===== config.mk =====
export PLATFORM = sky130hd
export DESIGN_NAME = pfs_pad_function_select
export DESIGN_NICKNAME = d
export VERILOG_FILES = /design/src/core/pfs_pad_function_select.v
export VERILOG_INCLUDE_DIRS = /design/src /design/src/core
export SDC_FILE = /design/constraint.sdc
export NUM_CORES = 1
export LEC_CHECK = 0
export ABC_AREA = 0
export BUFFER_PORTS_ARGS = -buffer_cell sky130_fd_sc_hd__buf_4
export CORE_AREA = 2 2 68 70
export CTS_CLUSTER_DIAMETER = 60
export DETAILED_ROUTE_END_ITERATION = 8
export DIE_AREA = 0 0 70 72
export GPL_TIMING_DRIVEN = 1
export PLACE_DENSITY_LB_ADDON = 0.25
export SLEW_MARGIN = 20
export SYNTH_ARGS = -nofsm -noshare
export SYNTH_HDL_FRONTEND = slang
export SYNTH_SLANG_ARGS = --single-unit

===== constraint.sdc =====
create_clock -name sys_clk -period 0.8 [get_ports sys_clk]
set_input_delay 0.08 -clock sys_clk [delete_from_list [all_inputs] [get_ports sys_clk]]
set_output_delay 0.08 -clock sys_clk [all_outputs]
set_load 0.05 [all_outputs]

===== src/core/pfs_defs.vh =====
// constants for the pad function select block
`ifndef PFS_DEFS_VH
`define PFS_DEFS_VH

// pad configuration field codes (4-bit mode field per pad)
`define PFS_CFG_ANALOG 4'h0
`define PFS_CFG_OUT 4'h1
`define PFS_CFG_OUT_OD 4'h5
`define PFS_CFG_ALT 4'h9
`define PFS_CFG_ALT_OD 4'hd

// field positions
`define PFS_PA7_CFG_HI 15
`define PFS_PA7_CFG_LO 12
`define PFS_PB3_CFG_HI 15
`define PFS_PB3_CFG_LO 12
`define PFS_PB4_CFG_HI 3
`define PFS_PB4_CFG_LO 0
`define PFS_PA0_CFG_HI 3
`define PFS_PA0_CFG_LO 0
`define PFS_DBG_REGEN_DIS_BIT 4
`define PFS_T2_REMAP_C1_BIT 4
`define PFS_T2_REMAP_C3_BIT 6
`define PFS_T2_REMAP_C4_BIT 7
`define PFS_UART_HS_EN_BIT 5
`define PFS_SPI_SLAVE_BIT 4

// serial controller mode codes
`define PFS_MODE_OFF 2'h0
`define PFS_MODE_UART 2'h1
`define PFS_MODE_SPI 2'h2
`define PFS_MODE_TWI 2'h3

// channel enable bit positions (output enable of channel n at bit 4*(n-1))
`define PFS_CCER_C1_BIT 0
`define PFS_CCER_C3_BIT 8
`define PFS_CCER_C4_BIT 12

`endif


===== src/core/pfs_pad_function_select.v =====
// pad multiplexing for four pads: regulator enable, timers, serial, usb
//
// Contract
// - port a bit7 drives regulator enable after reset
// - debug bit 4 frees bit7 pad
// - timer1 ch4 out needs enable and alt
// - timer1 ch4 input always from bit7 pad
// - remap bit 6 moves timer2 ch3 to PB3-pad
// - remap bit 7 moves timer2 ch4 to PB4-pad
// - remap bit 4 clear keeps ch1 on PA0-pad
// - timer2 outputs drive only when channel enabled
// - port b bit3 alt output needs alt config
// - port b bit4 alt output needs alt config
// - port a bit0 alt output needs alt config
// - usb minus on bit0 pad when analog
// - uart handshake needs enable bit and uart mode
// - serial1 spi role sets clock and select direction
// - bit4 pad feeds slave select in slave
// - serial2 spi role sets bit0 data direction
// - serial function only in matching mode
`timescale 1ns/1ns
`default_nettype none
`include "pfs_defs.vh"

module pfs_pad_function_select #(
    parameter HAS_USB = 1
) (
    input wire sys_clk,
    input wire arst_n,
    // configuration bits
    input wire [15:0] porta_high_config,
    input wire [15:0] porta_low_config,
    input wire [15:0] portb_low_config,
    input wire [15:0] portb_high_config,
    input wire [7:0] debug_pin_config,
    input wire [7:0] timer2_remap_option,
    input wire [15:0] timer1_channel_enable,
    input wire [15:0] timer2_channel_enable,
    input wire [7:0] serial1_uart_config,
    input wire [7:0] serial1_spi_config,
    input wire [1:0] serial1_mode_select,
    input wire [7:0] serial2_spi_config,
    input wire [1:0] serial2_mode_select,
    // general-purpose port output values
    input wire [3:0] gpio_out,
    // peripheral outputs toward pads
    input wire reg_enable_n,
    input wire timer1_channel4_out,
    input wire timer2_channel1_out,
    input wire timer2_channel3_out,
    input wire timer2_channel4_out,
    input wire serial1_spi_clock_out,
    input wire serial1_request_to_send_n,
    input wire serial2_spi_data_out,
    // pad side, order {port_b_bit4, port_b_bit3, port_a_bit0, port_a_bit7}
    input wire [3:0] pad_in,
    output reg [3:0] pad_out,
    output reg [3:0] pad_oe,
    output reg usb_minus_pad_en,
    // synchronised pad levels toward logic
    output reg [3:0] gpio_in,
    output reg timer1_channel4_in,
    output reg timer2_channel1_in,
    output reg timer2_channel3_in,
    output reg timer2_channel4_in,
    output reg serial1_clear_to_send_n,
    output reg serial1_spi_clock_in,
    output reg serial1_slave_select_n,
    output reg serial2_spi_data_in
);

    localparam P_A7 = 0;
    localparam P_A0 = 1;
    localparam P_B3 = 2;
    localparam P_B4 = 3;

    // true when the mode field selects an alternate output function
    function is_alt;
        input [3:0] cfg;
        begin
            is_alt = (cfg == `PFS_CFG_ALT) || (cfg == `PFS_CFG_ALT_OD);
        end
    endfunction

    // true when the mode field selects open-drain
    function is_od;
        input [3:0] cfg;
        begin
            is_od = (cfg == `PFS_CFG_OUT_OD) || (cfg == `PFS_CFG_ALT_OD);
        end
    endfunction

    // true when the mode field selects a plain push-pull or open-drain output
    function is_gpio_out;
        input [3:0] cfg;
        begin
            is_gpio_out = (cfg == `PFS_CFG_OUT) || (cfg == `PFS_CFG_OUT_OD);
        end
    endfunction

    wire [3:0] cfg_a7 = porta_high_config[`PFS_PA7_CFG_HI:`PFS_PA7_CFG_LO];
    wire [3:0] cfg_a0 = porta_low_config[`PFS_PA0_CFG_HI:`PFS_PA0_CFG_LO];
    wire [3:0] cfg_b3 = portb_low_config[`PFS_PB3_CFG_HI:`PFS_PB3_CFG_LO];
    wire [3:0] cfg_b4 = portb_high_config[`PFS_PB4_CFG_HI:`PFS_PB4_CFG_LO];

    wire regen_dis = debug_pin_config[`PFS_DBG_REGEN_DIS_BIT];
    wire remap_c1 = timer2_remap_option[`PFS_T2_REMAP_C1_BIT];
    wire remap_c3 = timer2_remap_option[`PFS_T2_REMAP_C3_BIT];
    wire remap_c4 = timer2_remap_option[`PFS_T2_REMAP_C4_BIT];
    wire t1c4_en = timer1_channel_enable[`PFS_CCER_C4_BIT];
    wire t2c1_en = timer2_channel_enable[`PFS_CCER_C1_BIT];
    wire t2c3_en = timer2_channel_enable[`PFS_CCER_C3_BIT];
    wire t2c4_en = timer2_channel_enable[`PFS_CCER_C4_BIT];

    // serial mode and role decode
    wire sc1_uart = (serial1_mode_select == `PFS_MODE_UART);
    wire sc1_spi = (serial1_mode_select == `PFS_MODE_SPI);
    wire sc2_spi = (serial2_mode_select == `PFS_MODE_SPI);
    wire sc1_slave = serial1_spi_config[`PFS_SPI_SLAVE_BIT];
    wire sc2_slave = serial2_spi_config[`PFS_SPI_SLAVE_BIT];
    wire sc1_hs = sc1_uart && serial1_uart_config[`PFS_UART_HS_EN_BIT];

    // timer2 channels own their pad only when routed here and enabled
    wire t2c1_here = !remap_c1;
    wire t2c3_here = remap_c3;
    wire t2c4_here = remap_c4;
    wire t2c1_drive = t2c1_here && t2c1_en;
    wire t2c3_drive = t2c3_here && t2c3_en;
    wire t2c4_drive = t2c4_here && t2c4_en;

    // analog usb function on the bit0 pad
    wire usb_sel = (HAS_USB != 0) && (cfg_a0 == `PFS_CFG_ANALOG);

    // synchronised pad inputs
    reg [3:0] pad_s1_r;
    reg [3:0] pad_s2_r;

    // next values of pad drivers, one pair per pad
    reg a7_out_nxt;
    reg a7_oe_nxt;
    reg a0_out_nxt;
    reg a0_oe_nxt;
    reg b3_out_nxt;
    reg b3_oe_nxt;
    reg b4_out_nxt;
    reg b4_oe_nxt;

    // alternate function value per pad, and claim for the bit0, bit3 and bit4 pads
    reg a7_alt_v;
    reg a0_alt_on;
    reg a0_alt_v;
    reg b3_alt_on;
    reg b3_alt_v;
    reg b4_alt_on;
    reg b4_alt_v;

    // bit7 pad: regulator enable has priority until disabled
    always @* begin
        a7_out_nxt = 1'b0;
        a7_oe_nxt = 1'b0;
        a7_alt_v = t1c4_en ? timer1_channel4_out : gpio_out[P_A7];
        if (!regen_dis) begin
            a7_oe_nxt = !reg_enable_n; // open-drain pull low
        end else if (is_alt(cfg_a7)) begin
            a7_out_nxt = a7_alt_v;
            a7_oe_nxt = is_od(cfg_a7) ? !a7_alt_v : 1'b1;
        end else if (is_gpio_out(cfg_a7)) begin
            a7_out_nxt = gpio_out[P_A7];
            a7_oe_nxt = is_od(cfg_a7) ? !gpio_out[P_A7] : 1'b1;
        end
    end

    // bit0 pad: timer2 ch1 wins over serial2 data out
    always @* begin
        a0_out_nxt = 1'b0;
        a0_oe_nxt = 1'b0;
        a0_alt_on = 1'b0;
        a0_alt_v = 1'b0;
        if (t2c1_drive) begin
            a0_alt_on = 1'b1;
            a0_alt_v = timer2_channel1_out;
        end else if (sc2_spi && !sc2_slave) begin
            a0_alt_on = 1'b1;
            a0_alt_v = serial2_spi_data_out;
        end
        if (usb_sel) begin
            a0_oe_nxt = 1'b0;
        end else if (is_alt(cfg_a0)) begin
            a0_out_nxt = a0_alt_on ? a0_alt_v : gpio_out[P_A0];
            a0_oe_nxt = a0_alt_on && !(is_od(cfg_a0) && a0_alt_v);
        end else if (is_gpio_out(cfg_a0)) begin
            a0_out_nxt = gpio_out[P_A0];
            a0_oe_nxt = is_od(cfg_a0) ? !gpio_out[P_A0] : 1'b1;
        end
    end

    // bit3 pad: timer2 ch3 wins over serial1 master clock
    always @* begin
        b3_out_nxt = 1'b0;
        b3_oe_nxt = 1'b0;
        b3_alt_on = 1'b0;
        b3_alt_v = 1'b0;
        if (t2c3_drive) begin
            b3_alt_on = 1'b1;
            b3_alt_v = timer2_channel3_out;
        end else if (sc1_spi && !sc1_slave) begin
            b3_alt_on = 1'b1;
            b3_alt_v = serial1_spi_clock_out;
        end
        if (is_alt(cfg_b3)) begin
            b3_out_nxt = b3_alt_on ? b3_alt_v : gpio_out[P_B3];
            b3_oe_nxt = b3_alt_on && !(is_od(cfg_b3) && b3_alt_v);
        end else if (is_gpio_out(cfg_b3)) begin
            b3_out_nxt = gpio_out[P_B3];
            b3_oe_nxt = is_od(cfg_b3) ? !gpio_out[P_B3] : 1'b1;
        end
    end

    // bit4 pad: timer2 ch4 wins over serial1 request to send
    always @* begin
        b4_out_nxt = 1'b0;
        b4_oe_nxt = 1'b0;
        b4_alt_on = 1'b0;
        b4_alt_v = 1'b0;
        if (t2c4_drive) begin
            b4_alt_on = 1'b1;
            b4_alt_v = timer2_channel4_out;
        end else if (sc1_hs) begin
            b4_alt_on = 1'b1;
            b4_alt_v = serial1_request_to_send_n;
        end
        if (is_alt(cfg_b4)) begin
            b4_out_nxt = b4_alt_on ? b4_alt_v : gpio_out[P_B4];
            b4_oe_nxt = b4_alt_on && !(is_od(cfg_b4) && b4_alt_v);
        end else if (is_gpio_out(cfg_b4)) begin
            b4_out_nxt = gpio_out[P_B4];
            b4_oe_nxt = is_od(cfg_b4) ? !gpio_out[P_B4] : 1'b1;
        end
    end

    // two-stage input synchroniser
    always @(posedge sys_clk or negedge arst_n) begin
        if (!arst_n) begin
            pad_s1_r <= 4'h0;
            pad_s2_r <= 4'h0;
        end else begin
            pad_s1_r <= pad_in;
            pad_s2_r <= pad_s1_r;
        end
    end

    // registered pad drivers
    always @(posedge sys_clk or negedge arst_n) begin
        if (!arst_n) begin
            pad_out <= 4'h0;
            pad_oe <= 4'h1; // regulator enable asserted from reset
            usb_minus_pad_en <= 1'b0;
        end else begin
            pad_out <= {b4_out_nxt, b3_out_nxt, a0_out_nxt, a7_out_nxt};
            pad_oe <= {b4_oe_nxt, b3_oe_nxt, a0_oe_nxt, a7_oe_nxt};
            usb_minus_pad_en <= usb_sel;
        end
    end

    // plain port and timer inputs from the synchronised pads
    always @(posedge sys_clk or negedge arst_n) begin
        if (!arst_n) begin
            gpio_in <= 4'h0;
            timer1_channel4_in <= 1'b0;
            timer2_channel1_in <= 1'b0;
            timer2_channel3_in <= 1'b0;
            timer2_channel4_in <= 1'b0;
        end else begin
            gpio_in <= pad_s2_r;
            timer1_channel4_in <= pad_s2_r[P_A7];
            timer2_channel1_in <= t2c1_here & pad_s2_r[P_A0];
            timer2_channel3_in <= t2c3_here & pad_s2_r[P_B3];
            timer2_channel4_in <= t2c4_here & pad_s2_r[P_B4];
        end
    end

    // serial inputs, held idle when not routed
    always @(posedge sys_clk or negedge arst_n) begin
        if (!arst_n) begin
            serial1_clear_to_send_n <= 1'b0;
            serial1_spi_clock_in <= 1'b0;
            serial1_slave_select_n <= 1'b1;
            serial2_spi_data_in <= 1'b0;
        end else begin
            // inactive handshake reads low (clear to send) when unused
            serial1_clear_to_send_n <= sc1_hs & pad_s2_r[P_B3];
            serial1_spi_clock_in <= sc1_spi & sc1_slave & pad_s2_r[P_B3];
            serial1_slave_select_n <= !(sc1_spi && sc1_slave) | pad_s2_r[P_B4];
            serial2_spi_data_in <= sc2_spi & sc2_slave & pad_s2_r[P_A0];
        end
    end

endmodule
`default_nettype wire


---- Word-level counts from Yosys, hierarchy flattened ----
Index checks and enable logic that the tools add are counted.
word-level totals
  register bits after elaboration ......... 29
  bits in latches ......................... 0
  RAM bits ................................ 0
  bits in read-only memories .............. 0
  input bits .............................. 158
  output and inout port bits .............. 21
  logic and storage cells ................. 122
  memories ................................ 0
cells by class
  $add $sub $neg .......................... 0
  multipliers ............................. 0
  div/mod/pow operators ................... 0
  magnitude comparators ................... 0
  equality and inequality tests ........... 19
  shifts and indexed selects .............. 0
  mux-type cells .......................... 41
  bitwise operators ....................... 9
  reduce and logical (&&, ||, !) cells .... 39
operators by type and width
  kind                                                                    count
  1-bit 2-to-1 mux                                                        41
  4-bit equality test (second input constant)                             8
  4-bit by 1-bit equality test with 1-bit output (second input constant)  4
  4-bit by 3-bit equality test with 1-bit output (second input constant)  4
  1-bit logical AND                                                       13
  1-bit zero test                                                         13
  1-bit logical OR                                                        12
  1-bit bitwise AND                                                       8
  2-bit equality test (second input constant)                             2
  4-bit zero test                                                         1
  2-bit by 1-bit equality test with 1-bit output (second input constant)  1
  1-bit OR                                                                1

---- Logic depth before layout (Yosys ltp) ----
  word-level depth ........................ 9
  gate-level depth with buffers ........... 3
  depth with buffers taken out ............ 3

---- Worst setup path before layout ----
No wires, ideal clock.
  path kind ............................... reg2out
  from .................................... register gpio_in[0]
  to ...................................... output gpio_in[0]
  arrival time ............................ 0.886 ns
  data required time ...................... 0.720 ns
  slack ................................... -0.166 ns
  stages on the path, launching flop included .. 2
  buffers on the path ..................... 1
  cells stage by stage .................... dfrtp_1 > buf_4
RTL lines
  item                    line                           text
  start, declared         pfs_pad_function_select.v:61   output reg [3:0] gpio_in,
  start signal, assigned  pfs_pad_function_select.v:274  gpio_in <= pad_s2_r;
No word-level cell between the ends.

---- Final worst setup path ----
  from .................................... register pad_oe[0]
  to ...................................... output pad_oe[0]
RTL lines
  item                    line                           text
  start, declared         pfs_pad_function_select.v:58   output reg [3:0] pad_oe,
  start signal, assigned  pfs_pad_function_select.v:260  pad_oe <= {b4_oe_nxt, b3_oe_nxt, a0_oe_nxt, a7_oe_nxt};
No word-level cell between the ends.

==> summary.md <==
| Metric | Value |
|---|---|
| Ys Warns | 0 |
| Switching Fraction | 25.7% |
| Top post-synthesis cells by area | dfrtp_1 (59%), dfstp_2 (4.7%), and2_1 (2.3%) |
| Slowest cell on crit path | dfstp_2 |
| Period utilization | 130% |
| Starting Density | 26.0% |
| Avg Cell Area, Syn | 12.7 um^2 |
| IO Port Bufs | 69 |
| Fmax | 961 MHz |
| Top cell type by total area after synthesis | dfrtp_1 |
| H-tree depth | 1 |
| Largest net degree at the start of global routing | 29 |
| Crit end category | output pin |
| Starting DRT DRC Count | 22 |
| Area of the multi-input gates | 389 um^2 |
| Synth top area share | 58.8% |
| Post-DRT Antenna Nets | 0 |
| Met3 usage | 3.75% |
| Vias per inst | 4.50 |
| Die area | 5040 um^2 |
| P_leak | 0.945 nW |
| Final WS setup | -241 ps |
| Clk pwr share | 27.9% |
| Routed wire length | 2690 um |
| Synth cell types | 35 |
| DRC viols | 0 |
| Hold Path Class | primary input to flop |
| Vias | 999 |
| Mapped Nets | 245 |
| Syn Inst Count | 87 |
| GRT Total Usage | 11.1% |
| Chip Width | 70 um |
| Sequential fraction of the synthesis area | 63.5% |
| TritonRoute pass-1 iters | 3 |
| CTS Buffer Depth | 2 |
| WL/cell | 12.1 um |
| Die Span Y | 72 um |
| Pwr Total | 3.06 mW |
| Num ports | 179 |
| Int Power | 2.27 mW |
| Max-Cap Viols | 0 |
| Hpwl dp | 2220 um |
| Critical path's largest stage delay | 550 ps |
| Design Area, Final | 1930 um^2 |
| Most frequent cells in the layout | buf_4 (52), dfrtp_1 (25), buf_6 (19) |
| Layer with the highest usage | met2 |
| Worst path top cell family by delay | flip-flops |
| Slew Limit Fails | 0 |
| Flop pwr share | 49.5% |
| Crit path DAT | 960 ps |
| Worst vdd ir | 671 uV |
| Combinational power share | 22.6% |
| Worst Tran Pin Value | 346 ps |
| Cts hold-fix bufs | 7 |
| Met1 global-route usage | 11.9% |
| Max Clock Skew | 4.77 ps |
| Post-synth EDFFs | 0 |
| Worst Path Required | 720 ps |
| Crit path kind | flop to output pin |
| Routability-driven placement congestion ratio | 0.740 |
| CP Buf/Inv Count | 1 |
| RSZ-0062 raised after global routing | yes |
| Total grt overflow | 0 |
| WHS | -40.4 ps |
| CTS tree | done |
| Pre-CTS setup slack | -141 ps |
| Outcome | complete, but fails checks |
| Syn-to-layout area delta | 73.9% |
| Critical path fanouts, max | 1 |
| Placed inst area | 1710 um^2 |
| Setup bufs post-CTS | 0 |
| Number of global-route vias before repair | 1076 |
| # clock sinks | 28 |
| Final Critical Period | 1040 ps |
| Worst rel slew slack | 77.0% |
| FF+latch count, synth | 28 |
| First-pass GRT wire length | 4540 um |
| Final setup viols | 21 |
| Critical Path Start Type | flop |
| Ys flop type | dfrtp_1 |
| Core Area | 4260 um^2 |
| Hold Vio Cnt, Final | 1 |
| TritonCTS buffer count | 3 |
| Most common cell after layout, fill and taps aside | buf_4 |
| CTS root buf | clkbuf_8 |
| Ant diodes | 0 |
| Layout cells sized above 1 | 50.6% |
| Initial antenna violation count | 0 |
| TNS Setup | -2160 ps |
| # rows | 24 |
| Pwr dens | 1590 nW/um^2 |
| FFs w/ async S/R, synth | 100% |
| Cell Area, Synth | 1110 um^2 |
| Reg clk slew, reported paths | 90 ps |
| Worst skew pair latency | 270 ps |
| Filler cells | 429 |
| CP cell instances | buf_8 |
| Psw | 788 uW |
| Met2 GRT Util | 21.0% |
| Violated checks | hold timing, setup timing |
| Final core utilization | 45.2% |
| Reg area | 704 um^2 |
| NumNets Final | 329 |
-- cell usage after synthesis, drive strengths merged (2+ instances only) --
master / instances
nor2: 3
nor2b: 3
inv: 2
nand2: 4
a21oi: 2
nand3b: 4
o21ai: 2
nand2b: 2
nor3b: 3
a21boi: 2
o22ai: 2
and3: 3
dfstp: 2
and2: 4
o21a: 3
nand3: 2
a31oi: 2
dfrtp: 26
-- area by class of cell --
cell class,instances,share of cell area (%)
flip-flops and latches,28,36.6
repair buffers,80,36.6
multi-input cells,56,20.2
well taps,52,3.38
clock buffers,4,2.86
inverters,2,0.390
-- timing repair --
| action | 4_1_cts | 5_1_grt |
|---|---|---|
| pin swaps | 0 | 0 |
| hold endpoints to repair | 32 | 1 |
| gates resized for setup | 23 | 0 |
| setup endpoints to repair | 21 | 21 |
-- logic make-up (layout without fill, tap and decap cells) --
family,count (synthesis),count (layout),share of synthesized area (%)
DFF,28,28,63.5
AOI/OAI and AO/OA,21,21,13.8
buffers and inverters,3,86,1.36
and+or+nand+nor,35,35,21.4
-- flip-flops by register name (all words and copies together), names as in the netlist --
register,cells
timer2_channel1_in,1
serial2_spi_data_in,1
usb_minus_pad_en,1
pad_oe,4
pad_s2_r,4
serial1_spi_clock_in,1
gpio_in,4
serial1_clear_to_send_n,1
pad_s1_r,4
pad_out,4
timer2_channel3_in,1
timer2_channel4_in,1
serial1_slave_select_n,1
-- path summary, 6_finish.rpt --
path	from	end	cells past startpoint	slack (ps)
worst max register to register	pad_s2_r[1]	serial2_spi_data_in	1	90
worst min-delay path	porta_low_config[1]	usb_minus_pad_en	2	-40
max in group asynchronous	arst_n	serial1_slave_select_n	2	240
min in group asynchronous	arst_n	pad_s2_r[2]	2	250
worst min register to register	pad_s1_r[3]	pad_s2_r[3]	0	350
worst max-delay path	pad_oe[0]	pad_oe[0]	1	-240
-- per-layer routing --
metal	share of wire [%]	up-vias
met3	9.2	4
met5	0	-
met2	52	43
met4	1.1	0
li1	-	480
met1	38	472
-- power groups by stage --
stage,sequential (mW),combinational [mW],clock [mW]
final,1.52,0.692,0.855
after CTS,1.52,0.700,0.895
after detailed placement,1.53,0.637,0
after floorplan,1.70,0.126,0
after global routing,1.52,0.741,0.945
after global placement,1.53,0.622,0
-- per-stage QoR --
stage | hold slack, ps | std cells
global route | -42.5 | 222
finish | -40.4 | 222
detailed placement | 18.4 | 211
floorplan | -216 | 87
CTS | -50.5 | 222
global placement | 15.9 | 211
Note: power is estimated with default switching activity, not from simulation.
